--- src/pwseq_pkg.sv ---
// constants, register map and types for the power-on sequencer
package pwseq_pkg;

  // ***************************************************
  // command codes
  // ***************************************************
  localparam logic [7:0] CMD_PG_ASSERT = 8'h5E;
  localparam logic [7:0] CMD_PG_NEGATE = 8'h5F;
  localparam logic [7:0] CMD_ON_DELAY = 8'h60;
  localparam logic [7:0] CMD_ON_RISE = 8'h61;
  localparam logic [7:0] CMD_TON_LIMIT = 8'h62;
  localparam logic [7:0] CMD_TON_RESP = 8'h63;
  localparam logic [7:0] CMD_FAULT_UNIT = 8'hD2;

  // ***************************************************
  // reset values
  // ***************************************************
  localparam logic [15:0] RST_WORD = 16'h0000;
  localparam logic [7:0] RST_RESP = 8'h00;
  localparam logic [15:0] RST_FAULT_UNIT = 16'h0001;

  // ***************************************************
  // field layouts
  // ***************************************************
  localparam int LIN_EXP_MSB = 15;
  localparam int LIN_EXP_LSB = 11;
  localparam int LIN_MANT_MSB = 10;
  localparam int RESP_CODE_MSB = 7;
  localparam int RESP_CODE_LSB = 6;
  localparam int RETRY_MSB = 5;
  localparam int RETRY_LSB = 3;
  localparam int UNITS_MSB = 2;
  localparam int UNITS_LSB = 0;
  localparam int MS_W = 24;

  // ***************************************************
  // response and retry encodings
  // ***************************************************
  localparam logic [1:0] RESP_IGNORE = 2'h0;
  localparam logic [1:0] RESP_DELAYED = 2'h1;
  localparam logic [1:0] RESP_DISABLE_RETRY = 2'h2;
  localparam logic [1:0] RESP_LATCH_OFF = 2'h3;
  localparam logic [2:0] RETRY_NONE = 3'h0;
  localparam logic [2:0] RETRY_MAX_COUNTED = 3'h3;
  localparam logic [2:0] RETRY_FOREVER = 3'h7;

  // ***************************************************
  // timing
  // ***************************************************
  localparam int CLOCK_HZ = 10000000;
  localparam int MS_PER_S = 1000;
  localparam int MS_CYCLES = CLOCK_HZ / MS_PER_S;

  typedef enum logic [2:0] {
    ST_IDLE,
    ST_DELAY,
    ST_RISE,
    ST_RUN,
    ST_RESP_WAIT,
    ST_RETRY_WAIT,
    ST_LATCHED
  } pwseq_state_t;

endpackage

--- src/pwseq_top.sv ---
// turn-on sequencing, power-good and turn-on timeout response
`timescale 1ns/1ps
`default_nettype none
module pwseq_top #(
  parameter int MS_CYCLES_P = pwseq_pkg::MS_CYCLES
) (
  input wire logic clock_in,
  input wire logic reset_in,
  input wire logic enable_pin_in,
  input wire logic [15:0] vout_in,
  input wire logic [15:0] uv_limit_in,
  input wire logic pg_pin_enable_in,
  input wire logic clear_faults_in,
  input wire logic clear_fault_bit_in,
  input wire logic cmd_write_in,
  input wire logic cmd_read_in,
  input wire logic [7:0] cmd_code_in,
  input wire logic [15:0] cmd_data_in,
  output logic [15:0] read_data_out,
  output logic read_valid_out,
  output logic output_enable_out,
  output logic ramp_active_out,
  output logic power_good_out,
  output logic power_good_status_out,
  output logic timeout_fault_out,
  output logic [2:0] attempt_count_out
);
  import pwseq_pkg::*;

  localparam int TICK_W = $clog2(MS_CYCLES_P + 1);
  localparam logic [TICK_W-1:0] TICK_LAST = TICK_W'(MS_CYCLES_P - 1);

  // ***************************************************
  // linear format to milliseconds
  // ***************************************************
  function automatic logic [MS_W-1:0] lin_to_ms(input logic [15:0] v);
    logic [4:0] e;
    logic [10:0] m;
    logic [47:0] w;
    e = v[LIN_EXP_MSB:LIN_EXP_LSB];
    m = v[LIN_MANT_MSB:0];
    w = {37'h0, m};
    if (m[LIN_MANT_MSB])
      lin_to_ms = '0;
    else if (e[4])
      lin_to_ms = MS_W'(w >> ((~e) + 5'h1));
    else
    begin
      w = w << e;
      lin_to_ms = (|w[47:MS_W]) ? {MS_W{1'b1}} : w[MS_W-1:0];
    end
  endfunction

  // ***************************************************
  // command registers
  // ***************************************************
  logic [15:0] power_good_assert_threshold;
  logic [15:0] power_good_negate_threshold;
  logic [15:0] turn_on_delay;
  logic [15:0] turn_on_rise_time;
  logic [15:0] turn_on_timeout_limit;
  logic [7:0] turn_on_timeout_response;
  logic [15:0] fault_time_unit;
  logic [2:0] wr_retry;

  assign wr_retry = cmd_data_in[RETRY_MSB:RETRY_LSB];

  always_ff @(posedge clock_in)
  begin
    if (reset_in)
    begin
      power_good_assert_threshold <= RST_WORD;
      power_good_negate_threshold <= RST_WORD;
      turn_on_delay <= RST_WORD;
      turn_on_rise_time <= RST_WORD;
      turn_on_timeout_limit <= RST_WORD;
      turn_on_timeout_response <= RST_RESP;
      fault_time_unit <= RST_FAULT_UNIT;
    end
    else if (cmd_write_in)
    begin
      case (cmd_code_in)
        CMD_PG_ASSERT: power_good_assert_threshold <= cmd_data_in;
        CMD_PG_NEGATE: power_good_negate_threshold <= cmd_data_in;
        CMD_ON_DELAY: turn_on_delay <= cmd_data_in;
        CMD_ON_RISE: turn_on_rise_time <= cmd_data_in;
        CMD_TON_LIMIT: turn_on_timeout_limit <= cmd_data_in;
        CMD_TON_RESP:
          // unsupported retry counts leave the old setting
          if (wr_retry <= RETRY_MAX_COUNTED ||
              wr_retry == RETRY_FOREVER)
            turn_on_timeout_response <= cmd_data_in[7:0];
        CMD_FAULT_UNIT: fault_time_unit <= cmd_data_in;
        default: ;
      endcase
    end
  end

  always_ff @(posedge clock_in)
  begin
    if (reset_in)
    begin
      read_data_out <= RST_WORD;
      read_valid_out <= 1'b0;
    end
    else
    begin
      read_valid_out <= cmd_read_in;
      if (cmd_read_in)
        case (cmd_code_in)
          CMD_PG_ASSERT: read_data_out <= power_good_assert_threshold;
          CMD_PG_NEGATE: read_data_out <= power_good_negate_threshold;
          CMD_ON_DELAY: read_data_out <= turn_on_delay;
          CMD_ON_RISE: read_data_out <= turn_on_rise_time;
          CMD_TON_LIMIT: read_data_out <= turn_on_timeout_limit;
          CMD_TON_RESP: read_data_out <= {8'h00, turn_on_timeout_response};
          CMD_FAULT_UNIT: read_data_out <= fault_time_unit;
          default: read_data_out <= RST_WORD;
        endcase
    end
  end

  // ***************************************************
  // enable pin synchroniser and millisecond tick
  // ***************************************************
  logic [2:0] en_sync;
  logic enable;
  logic [TICK_W-1:0] tick_count;
  logic ms_tick;

  always_ff @(posedge clock_in)
  begin
    if (reset_in)
    begin
      en_sync <= 3'h0;
      enable <= 1'b0;
    end
    else
    begin
      en_sync <= {en_sync[1:0], enable_pin_in};
      if (en_sync[1] == en_sync[2])
        enable <= en_sync[2];
    end
  end

  always_ff @(posedge clock_in)
  begin
    if (reset_in)
    begin
      tick_count <= '0;
      ms_tick <= 1'b0;
    end
    else
    begin
      ms_tick <= (tick_count == TICK_LAST);
      tick_count <= (tick_count == TICK_LAST) ? '0 : tick_count + TICK_W'(1);
    end
  end

  // ***************************************************
  // timers
  // ***************************************************
  pwseq_state_t state;
  pwseq_state_t next_state;
  logic [MS_W-1:0] phase_ms;
  logic [MS_W-1:0] attempt_ms;
  logic phase_clear;
  logic attempt_start;

  assign phase_clear = (next_state != state);
  assign attempt_start = (next_state == ST_DELAY) && (state != ST_DELAY);

  pwseq_ms_timer #(.WIDTH(MS_W)) phase_timer (
    .clock_in(clock_in),
    .reset_in(reset_in),
    .clear_in(phase_clear),
    .tick_in(ms_tick),
    .elapsed_out(phase_ms)
  );

  pwseq_ms_timer #(.WIDTH(MS_W)) attempt_timer (
    .clock_in(clock_in),
    .reset_in(reset_in),
    .clear_in(attempt_start),
    .tick_in(ms_tick),
    .elapsed_out(attempt_ms)
  );

  // ***************************************************
  // derived settings
  // ***************************************************
  logic [MS_W-1:0] delay_ms;
  logic [MS_W-1:0] rise_ms;
  logic [MS_W-1:0] limit_ms;
  logic [MS_W-1:0] units_ms;
  logic [1:0] resp_code;
  logic [2:0] retry_set;
  logic [2:0] unit_exp;
  logic clear_req;

  assign delay_ms = lin_to_ms(turn_on_delay);
  assign rise_ms = lin_to_ms(turn_on_rise_time);
  assign limit_ms = lin_to_ms(turn_on_timeout_limit);
  assign resp_code = turn_on_timeout_response[RESP_CODE_MSB:RESP_CODE_LSB];
  assign retry_set = turn_on_timeout_response[RETRY_MSB:RETRY_LSB];
  assign unit_exp = turn_on_timeout_response[UNITS_MSB:UNITS_LSB];
  assign units_ms = MS_W'({8'h00, fault_time_unit} << unit_exp);
  assign clear_req = clear_faults_in || clear_fault_bit_in;

  // ***************************************************
  // timeout detection
  // ***************************************************
  logic reached;
  logic fired;
  logic starting;
  logic timeout_hit;
  logic may_retry;

  assign starting = (state == ST_DELAY) || (state == ST_RISE) ||
                    (state == ST_RUN);
  assign timeout_hit = starting && !reached && !fired &&
                       (limit_ms != '0) && (attempt_ms >= limit_ms);
  assign may_retry = (retry_set == RETRY_FOREVER) ||
                     ((retry_set != RETRY_NONE) &&
                      (attempt_count_out < retry_set));

  always_ff @(posedge clock_in)
  begin
    if (reset_in || attempt_start)
    begin
      reached <= 1'b0;
      fired <= 1'b0;
    end
    else
    begin
      if ((state == ST_RISE || state == ST_RUN || state == ST_RESP_WAIT) &&
          vout_in >= uv_limit_in)
        reached <= 1'b1;
      if (timeout_hit)
        fired <= 1'b1;
    end
  end

  // ***************************************************
  // sequencing state machine
  // ***************************************************
  always_comb
  begin
    next_state = state;
    case (state)
      ST_IDLE:
        if (enable)
          next_state = ST_DELAY;
      ST_DELAY:
        if (phase_ms >= delay_ms)
          next_state = ST_RISE;
      ST_RISE:
        if (phase_ms >= rise_ms)
          next_state = ST_RUN;
      ST_RUN: next_state = ST_RUN;
      ST_RESP_WAIT:
        if (reached)
          next_state = ST_RUN;
        else if (phase_ms >= units_ms)
          next_state = may_retry ? ST_RETRY_WAIT : ST_LATCHED;
      ST_RETRY_WAIT:
        if (phase_ms >= units_ms)
          next_state = ST_DELAY;
      ST_LATCHED:
        if (clear_req)
          next_state = ST_IDLE;
      default: next_state = ST_IDLE;
    endcase
    if (timeout_hit)
    begin
      case (resp_code)
        RESP_IGNORE: next_state = state;
        RESP_DELAYED: next_state = ST_RESP_WAIT;
        RESP_DISABLE_RETRY:
          next_state = may_retry ? ST_RETRY_WAIT : ST_LATCHED;
        RESP_LATCH_OFF: next_state = ST_LATCHED;
        default: next_state = ST_LATCHED;
      endcase
    end
    if (!enable)
      next_state = ST_IDLE;
  end

  always_ff @(posedge clock_in)
  begin
    if (reset_in)
      state <= ST_IDLE;
    else
      state <= next_state;
  end

  always_ff @(posedge clock_in)
  begin
    if (reset_in)
      attempt_count_out <= 3'h0;
    else if (next_state == ST_IDLE || reached || clear_req)
      attempt_count_out <= 3'h0;
    else if (state == ST_RETRY_WAIT && next_state == ST_DELAY &&
             retry_set != RETRY_FOREVER)
      attempt_count_out <= attempt_count_out + 3'h1;
  end

  // ***************************************************
  // outputs
  // ***************************************************
  logic pg_state;
  logic next_pg;

  always_comb
  begin
    next_pg = pg_state;
    if (next_state != ST_RUN && next_state != ST_RESP_WAIT)
      next_pg = 1'b0;
    else if (vout_in < power_good_negate_threshold)
      next_pg = 1'b0;
    else if (vout_in >= power_good_assert_threshold)
      next_pg = 1'b1;
  end

  always_ff @(posedge clock_in)
  begin
    if (reset_in)
    begin
      pg_state <= 1'b0;
      power_good_out <= 1'b0;
      power_good_status_out <= 1'b1;
    end
    else
    begin
      pg_state <= next_pg;
      power_good_out <= next_pg && pg_pin_enable_in;
      power_good_status_out <= !next_pg;
    end
  end

  always_ff @(posedge clock_in)
  begin
    if (reset_in)
    begin
      output_enable_out <= 1'b0;
      ramp_active_out <= 1'b0;
    end
    else
    begin
      output_enable_out <= (next_state == ST_RISE) ||
                           (next_state == ST_RUN) ||
                           (next_state == ST_RESP_WAIT);
      ramp_active_out <= (next_state == ST_RISE);
    end
  end

  // fault flag: a new timeout wins over a clear in the same cycle
  always_ff @(posedge clock_in)
  begin
    if (reset_in)
      timeout_fault_out <= 1'b0;
    else if (timeout_hit)
      timeout_fault_out <= 1'b1;
    else if (clear_req || (state == ST_IDLE && !enable))
      timeout_fault_out <= 1'b0;
  end

endmodule
`default_nettype wire

--- src/pwseq_ms_timer.sv ---
// millisecond elapsed-time counter, restarted by a clear pulse
`timescale 1ns/1ps
`default_nettype none
module pwseq_ms_timer #(
  parameter int WIDTH = 24
) (
  input wire logic clock_in,
  input wire logic reset_in,
  input wire logic clear_in,
  input wire logic tick_in,
  output logic [WIDTH-1:0] elapsed_out
);

  // saturates so a long wait never wraps back to small values
  always_ff @(posedge clock_in)
  begin
    if (reset_in || clear_in)
    begin
      elapsed_out <= '0;
    end
    else if (tick_in && !(&elapsed_out))
    begin
      elapsed_out <= elapsed_out + WIDTH'(1);
    end
  end

endmodule
`default_nettype wire

--- config.mk ---
export PLATFORM = sky130hd
export DESIGN_NAME = pwseq_top
export DESIGN_NICKNAME = d
export VERILOG_FILES = /design/src/pwseq_pkg.sv /design/src/pwseq_top.sv /design/src/pwseq_ms_timer.sv
export SDC_FILE = /design/constraint.sdc
export NUM_CORES = 1
export LEC_CHECK = 0
export BUFFER_PORTS_ARGS = -buffer_cell sky130_fd_sc_hd__buf_2
export CAP_MARGIN = 20
export CORE_UTILIZATION = 45
export CTS_CLUSTER_SIZE = 30
export DETAILED_ROUTE_END_ITERATION = 16
export PLACE_DENSITY = 0.68
export SYNTH_ARGS = -nofsm -noshare
export SYNTH_HDL_FRONTEND = slang
export SYNTH_SLANG_ARGS = --single-unit
--- constraint.sdc ---
create_clock -name clock_in -period 16.8 [get_ports clock_in]
set_clock_uncertainty 0.15 [all_clocks]
set_input_delay 4.2 -clock clock_in [delete_from_list [all_inputs] [get_ports clock_in]]
set_output_delay 4.2 -clock clock_in [all_outputs]
set_load 0.03 [all_outputs]
**Yosys cells after proc, flatten, opt, wreduce, memory -nomap -nowiden**

Cells that the tools add are included.

- Add/sub/neg operators: 7
- $lt $le $gt $ge: 9
- Eq/ne operators: 29
- Shifts and indexed selects: 7
- Mux-type cells: 26
- Bitwise logic cells: 3
- Reductions and logical operators: 54

Operator list:

| operator | count |
|---|---|
| 24-bit 2-to-1 mux | 9 |
| 11-bit by 5-bit << shifter with 48-bit output | 3 |
| 16-bit case mux with 7 select lines | 1 |
| 24-bit >= comparator | 4 |
| 24-bit OR reduction | 3 |
| 11-bit by 5-bit >> shifter with 24-bit output | 3 |
| 24-bit by 1-bit adder with 24-bit output, second input constant | 2 |
| 8-bit by 7-bit equality test with 1-bit output, second input constant | 6 |
| 24-bit AND reduction | 2 |
| 16-bit >= comparator | 2 |
| 3-bit 2-to-1 mux | 8 |
| 24-bit nonzero test | 1 |
| 16-bit by 3-bit << shifter with 24-bit output | 1 |
| 3-bit case mux with 7 select lines | 1 |
| 3-bit equality test, second input constant | 6 |
| 16-bit less-than comparator | 1 |
| 5-bit by 1-bit adder with 5-bit output, second input constant | 3 |
| 5-bit NOT | 3 |
| 14-bit by 1-bit adder with 14-bit output, second input constant | 1 |
| 14-bit equality test, second input constant | 1 |
| 1-bit logical AND | 14 |
| 1-bit logical OR | 14 |
| 3-bit by 2-bit equality test with 1-bit output, second input constant | 4 |
| 3-bit case mux with 4 select lines | 1 |
| other kinds (22) | 41 |

- Register bits: 202
- Bits of input ports: 64
- Output and inout bits: 25
- Logic and storage cells: 160

**Logic depth before layout (Yosys ltp)**

- Depth in word-level cells: 14
- Mapped depth: 24

**By module**

Synthesis repeated with hierarchy kept, for this count alone.

- Cell total of the unflattened synthesis: 2226
- Area total of the unflattened synthesis: 17217.8 µm²

Modules (own cells, without submodules):

| module | instances | cells each | area an instance (µm²) | seq. area each (µm²) |
|---|---|---|---|---|
| pwseq_top | 1 | 1926 | 14697.8 | 3083.0 |
| pwseq_ms_timer | 2 | 150 | 1260.0 | 480.5 |

**Least setup slack after synthesis**

No wires, ideal clock.

- Kind: in2reg
- Start: input port cmd_code_in[1]
- End: register fault_time_unit[5]
- Library setup time: 0.070 ns
- Arrival time: 6.399 ns
- Slack: 10.181 ns
- Cell stages on the path: 10
- Buffers on the path: 4
- Cells stage by stage: clkbuf_1 nor2b_1 clkbuf_1 nand3_1 nor3_1 and2_1 clkbuf_1 clkbuf_1 nand2_1 a21oi_1

- Word-level cells in the longest chain between the ends: 2

RTL lines:

| item | line | RTL |
|---|---|---|
| from (decl) | pwseq_top.sv:17 | `input wire logic [7:0] cmd_code_in,` |
| 8-bit equality test | pwseq_top.sv:82 | `case (cmd_code_in)` |
| 2-bit AND reduction (no source line) | n/a |  |
| to (signal assigned) | pwseq_top.sv:93 | `CMD_FAULT_UNIT: fault_time_unit <= cmd_data_in;` |
| to (decl) | pwseq_top.sv:63 | `logic [15:0] fault_time_unit;` |

No other way between the ends.
A chain may end at the register's enable or synchronous reset.

**Worst setup path after layout**

- Start: input port cmd_code_in[4]
- End: register turn_on_delay[8]

- Word-level cells in the longest chain between the ends: 2

RTL lines:

| item | line | RTL |
|---|---|---|
| 8-bit by 7-bit equality test with 1-bit output | pwseq_top.sv:82 |  |
| 2-bit AND reduction (no source line) | n/a |  |
| to (signal assigned) | pwseq_top.sv:85 | `CMD_ON_DELAY: turn_on_delay <= cmd_data_in;` |
| to (decl) | pwseq_top.sv:59 | `logic [15:0] turn_on_delay;` |

No other way between the ends.

==> flow_summary_export.csv <==
group,metric,value,unit
grt,grt_start_max_net_pins,68,
sta,finalSetupViolations,0,
layout,layout-drive-gt1-share,10.0,%
synth,yosysWarnings,0,
synth,ys_seq_area_share,24.1,%
floorplanning,fp.dieH,195,µm
grt,grtUsageMet3,3.19,%
synth,syn_avg_cell_area,7.59,µm²
synth,ys_async_sr_fraction,0,%
critical_path,start_kind,"input pin",
placed_design,gp_congestion,0.953,
synth,syn_nets,2423,
route,vias,16640,
cts,ctsHtreeMaxLevel,1,
cts,cts_buffer_depth,3,
synth,synth-seq-cells,202,
route,vias_per_cell,6.22,
sta,worst_slew_pin_slew,1.11,ns
critical_path,max_stage_delay,0.75,ns
cts,cts_root_buf,"clkbuf_16",
critical_path,cp-end-kind,"register",
grt,met2_usage,45.3,%
layout,syn_to_final_growth,8.14,%
synth,syn_area,16800,µm²
route,wirelength,54.1,mm
route,drtPass1Iterations,9,
sta,hold_slack,0.302,ns
grt,antenna_found_initial,1,
floorplanning,die_w,195,µm
floorplanning,die_area,38000,µm²
placed_design,dp_hpwl,39.9,mm
sta,fmaxAchievable,0.151,GHz
route,drc,0,
sta,final-max-slew-violation-count,0,
sta,grt_setup_unrepaired,"no",
grt,gr-usage-all-layers,28.0,%
cts,cts_inserted_buffers,24,
layout,fin_util,49.5,%
critical_path,critical_path.max_fanout,16,
route,drt_iter0_markers,1756,
synth,synthFlopType,"dfxtp_1",
worst_hold_path,worst_hold_path_type,"register to register",
placed_design,port_buffers,88,
cts,cts.repair.resized,0,
grt,grt_pass1_vias,15642,
critical_path,path_class,"input pin to register",
layout,layout.cells.non_filler,2677,
synth,yosys.area.top_type,"dfxtp_1",
synth,yosysMostFrequentCell,"nand2_1",
route,drt-wirelength-per-cell,20.2,µm
sta,slew_headroom,25.9,%
placed_design,dpl.cell_count,2629,
route,final_antenna_net_count,0,
pwr,vdd_drop_max,0.0784,mV
grt,grt_pass1_wl,85.7,mm
grt,grtUsageMet1,38.0,%
job,cap_violations,0,
pwr,p_leak,6.75,nW
critical_path,slowest_stage,"nor2_1",
floorplanning,boundaryPins,89,
critical_path,critical_path_arrival,6.83,ns
critical_path,cp.required,17.02,ns
cts,clk_latency,0.54,ns
layout,fillers,3555,
pwr,power,1.03,mW
grt,busiest_layer,"met2",
critical_path,path_cells,"buf_2 -> nor4bb_1 -> nand2_1 -> nor2_1 -> nand3b_1 -> nand2_1 -> a21oi_1",
cts,cts_sinks,202,
run_status,status,"complete, no violations",
synth,yosysTopAreaCellShare,24.1,%
sta,tns,0,ns
synth,ys_top_cells_by_count,"346 x nand2_1, 233 x a21oi_1, 202 x dfxtp_1",
critical_path,crit_top_cell,"nand2_1",
cts,cts.clk_slew.worst_paths,0.06,ns
pwr,p_per_area,56.9,nW/µm²
synth,synthTopCellsByArea,"dfxtp_1 24%, ha_1 11%, nand2_1 7.8%",
floorplanning,rows,70,
synth,synth_cells,2208,
sta,fin_crit_sh,39.3,%
cts,postCtsSetupBuffers,0,
cts,cts_hold_buf,0,
synth,synth_edf_count,0,
layout,antenna_cells,0,
grt,grt-ovfl-total,0,
sta,period_minus_slack,6.61,ns
sta,finalHoldViolations,0,
synth,synth_cell_types,81,
layout,num-nets-final,2408,
floorplanning,initial_core_util,45.8,%
cts,cts_tree,"done",
floorplanning,core,36600,µm²
## through the flow
stage | area (µm²) | worst slack [ns]
after floorplan | 16800 | 10.18
after global placement | 17300 | 9.81
after detailed placement | 17300 | 9.77
after CTS | 18000 | 10.28
after global routing | 18100 | 9.99
final | 18100 | 10.19
## cell type report
cell class              count  area, µm²  area share [%]
clock buffers              35        682            3.76
clock inverters             7       53.8           0.297
inverters                  79        297            1.64
multi-input cells        1770      11800            65.0
flip-flops and latches    202       4040            22.3
well taps                 468        586            3.23
repair buffers            116        683            3.77
## flip-flops by register name, indices dropped and copies added (netlist names), 14 cells and up
register,flops
phase_timer.elapsed_out,24
turn_on_rise_time,16
power_good_assert_threshold,16
turn_on_delay,16
turn_on_timeout_limit,16
attempt_timer.elapsed_out,24
read_data_out,16
tick_count,14
fault_time_unit,16
power_good_negate_threshold,16
## power breakdown
| group | total, mW | internal [mW] | leakage, nW | switching [mW] |
|---|---|---|---|---|
| clock | 0.489 | 0.282 | 0.364 | 0.207 |
| sequential | 0.482 | 0.480 | 1.63 | 0.00141 |
| combinational | 0.0609 | 0.0205 | 4.76 | 0.0404 |
| total | 1.03 | 0.783 | 6.75 | 0.249 |
## per-layer routing
layer | vias up | wire [µm]
li1 | 7945 | -
met1 | 7859 | 24000
met2 | 696 | 24400
met3 | 138 | 3690
met4 | 2 | 2020
met5 | - | 13
## critical path, delay by kind of cell
kind            cells  cell delay (ns)
compound gates      1             0.09
buf+inv             1             0.10
simple gates        5             2.43
## cell usage in the layout (no fill, tap or decap), types with 7 or more instances in the layout
cell type,n
o22ai_1,13
a21oi_1,233
nor3_1,20
nor2_1,153
o211ai_1,15
nand2_1,346
mux2i_1,111
o21ai_0,120
nor4_1,27
nand3_1,42
and2_1,10
a211o_1,11
nand3b_1,8
a211oi_1,31
clkbuf_16,24
a22oi_1,25
a31oi_1,15
nand2b_1,28
xnor2_1,29
dfxtp_1,202
a21o_1,51
o31ai_1,11
mux4_2,18
and4_1,7
mux2_2,20
inv_1,78
and3_1,22
clkbuf_1,7
xor2_1,39
a221oi_1,14
buf_4,24
ha_1,151
a2111oi_0,9
nand4_1,34
buf_2,88
nor2b_1,34
o21a_1,8
nor2_2,22
a22o_1,7
## cell families after synthesis
| group | count (synthesis) | synth area share (%) |
|---|---|---|
| AO/OA/AOI/OAI | 616 | 22.9 |
| buffers and inverters | 236 | 5.73 |
| multiplexers | 151 | 10.6 |
| adder cells (fa/ha/maj) | 151 | 11.3 |
| flip-flops | 202 | 24.1 |
| XOR/XNOR | 69 | 3.61 |
| AND/OR/NAND/NOR | 783 | 21.7 |
## final timing paths
check	start	to	slack, ns	cells after the start
worst min-delay path	en_sync[0]$_SDFF_PP0_	en_sync[1]$_SDFF_PP0_	0.30	1
worst max register to register	turn_on_rise_time[12]$_SDFFE_PP0P_	phase_timer.elapsed_out[1]$_SDFFE_PP0P_	10.51	21
worst min register to register	en_sync[0]$_SDFF_PP0_	en_sync[1]$_SDFF_PP0_	0.30	1
worst max-delay path	cmd_code_in[4]	turn_on_delay[8]$_SDFFE_PP0P_	10.19	7
(Power assumes the default switching activity.)
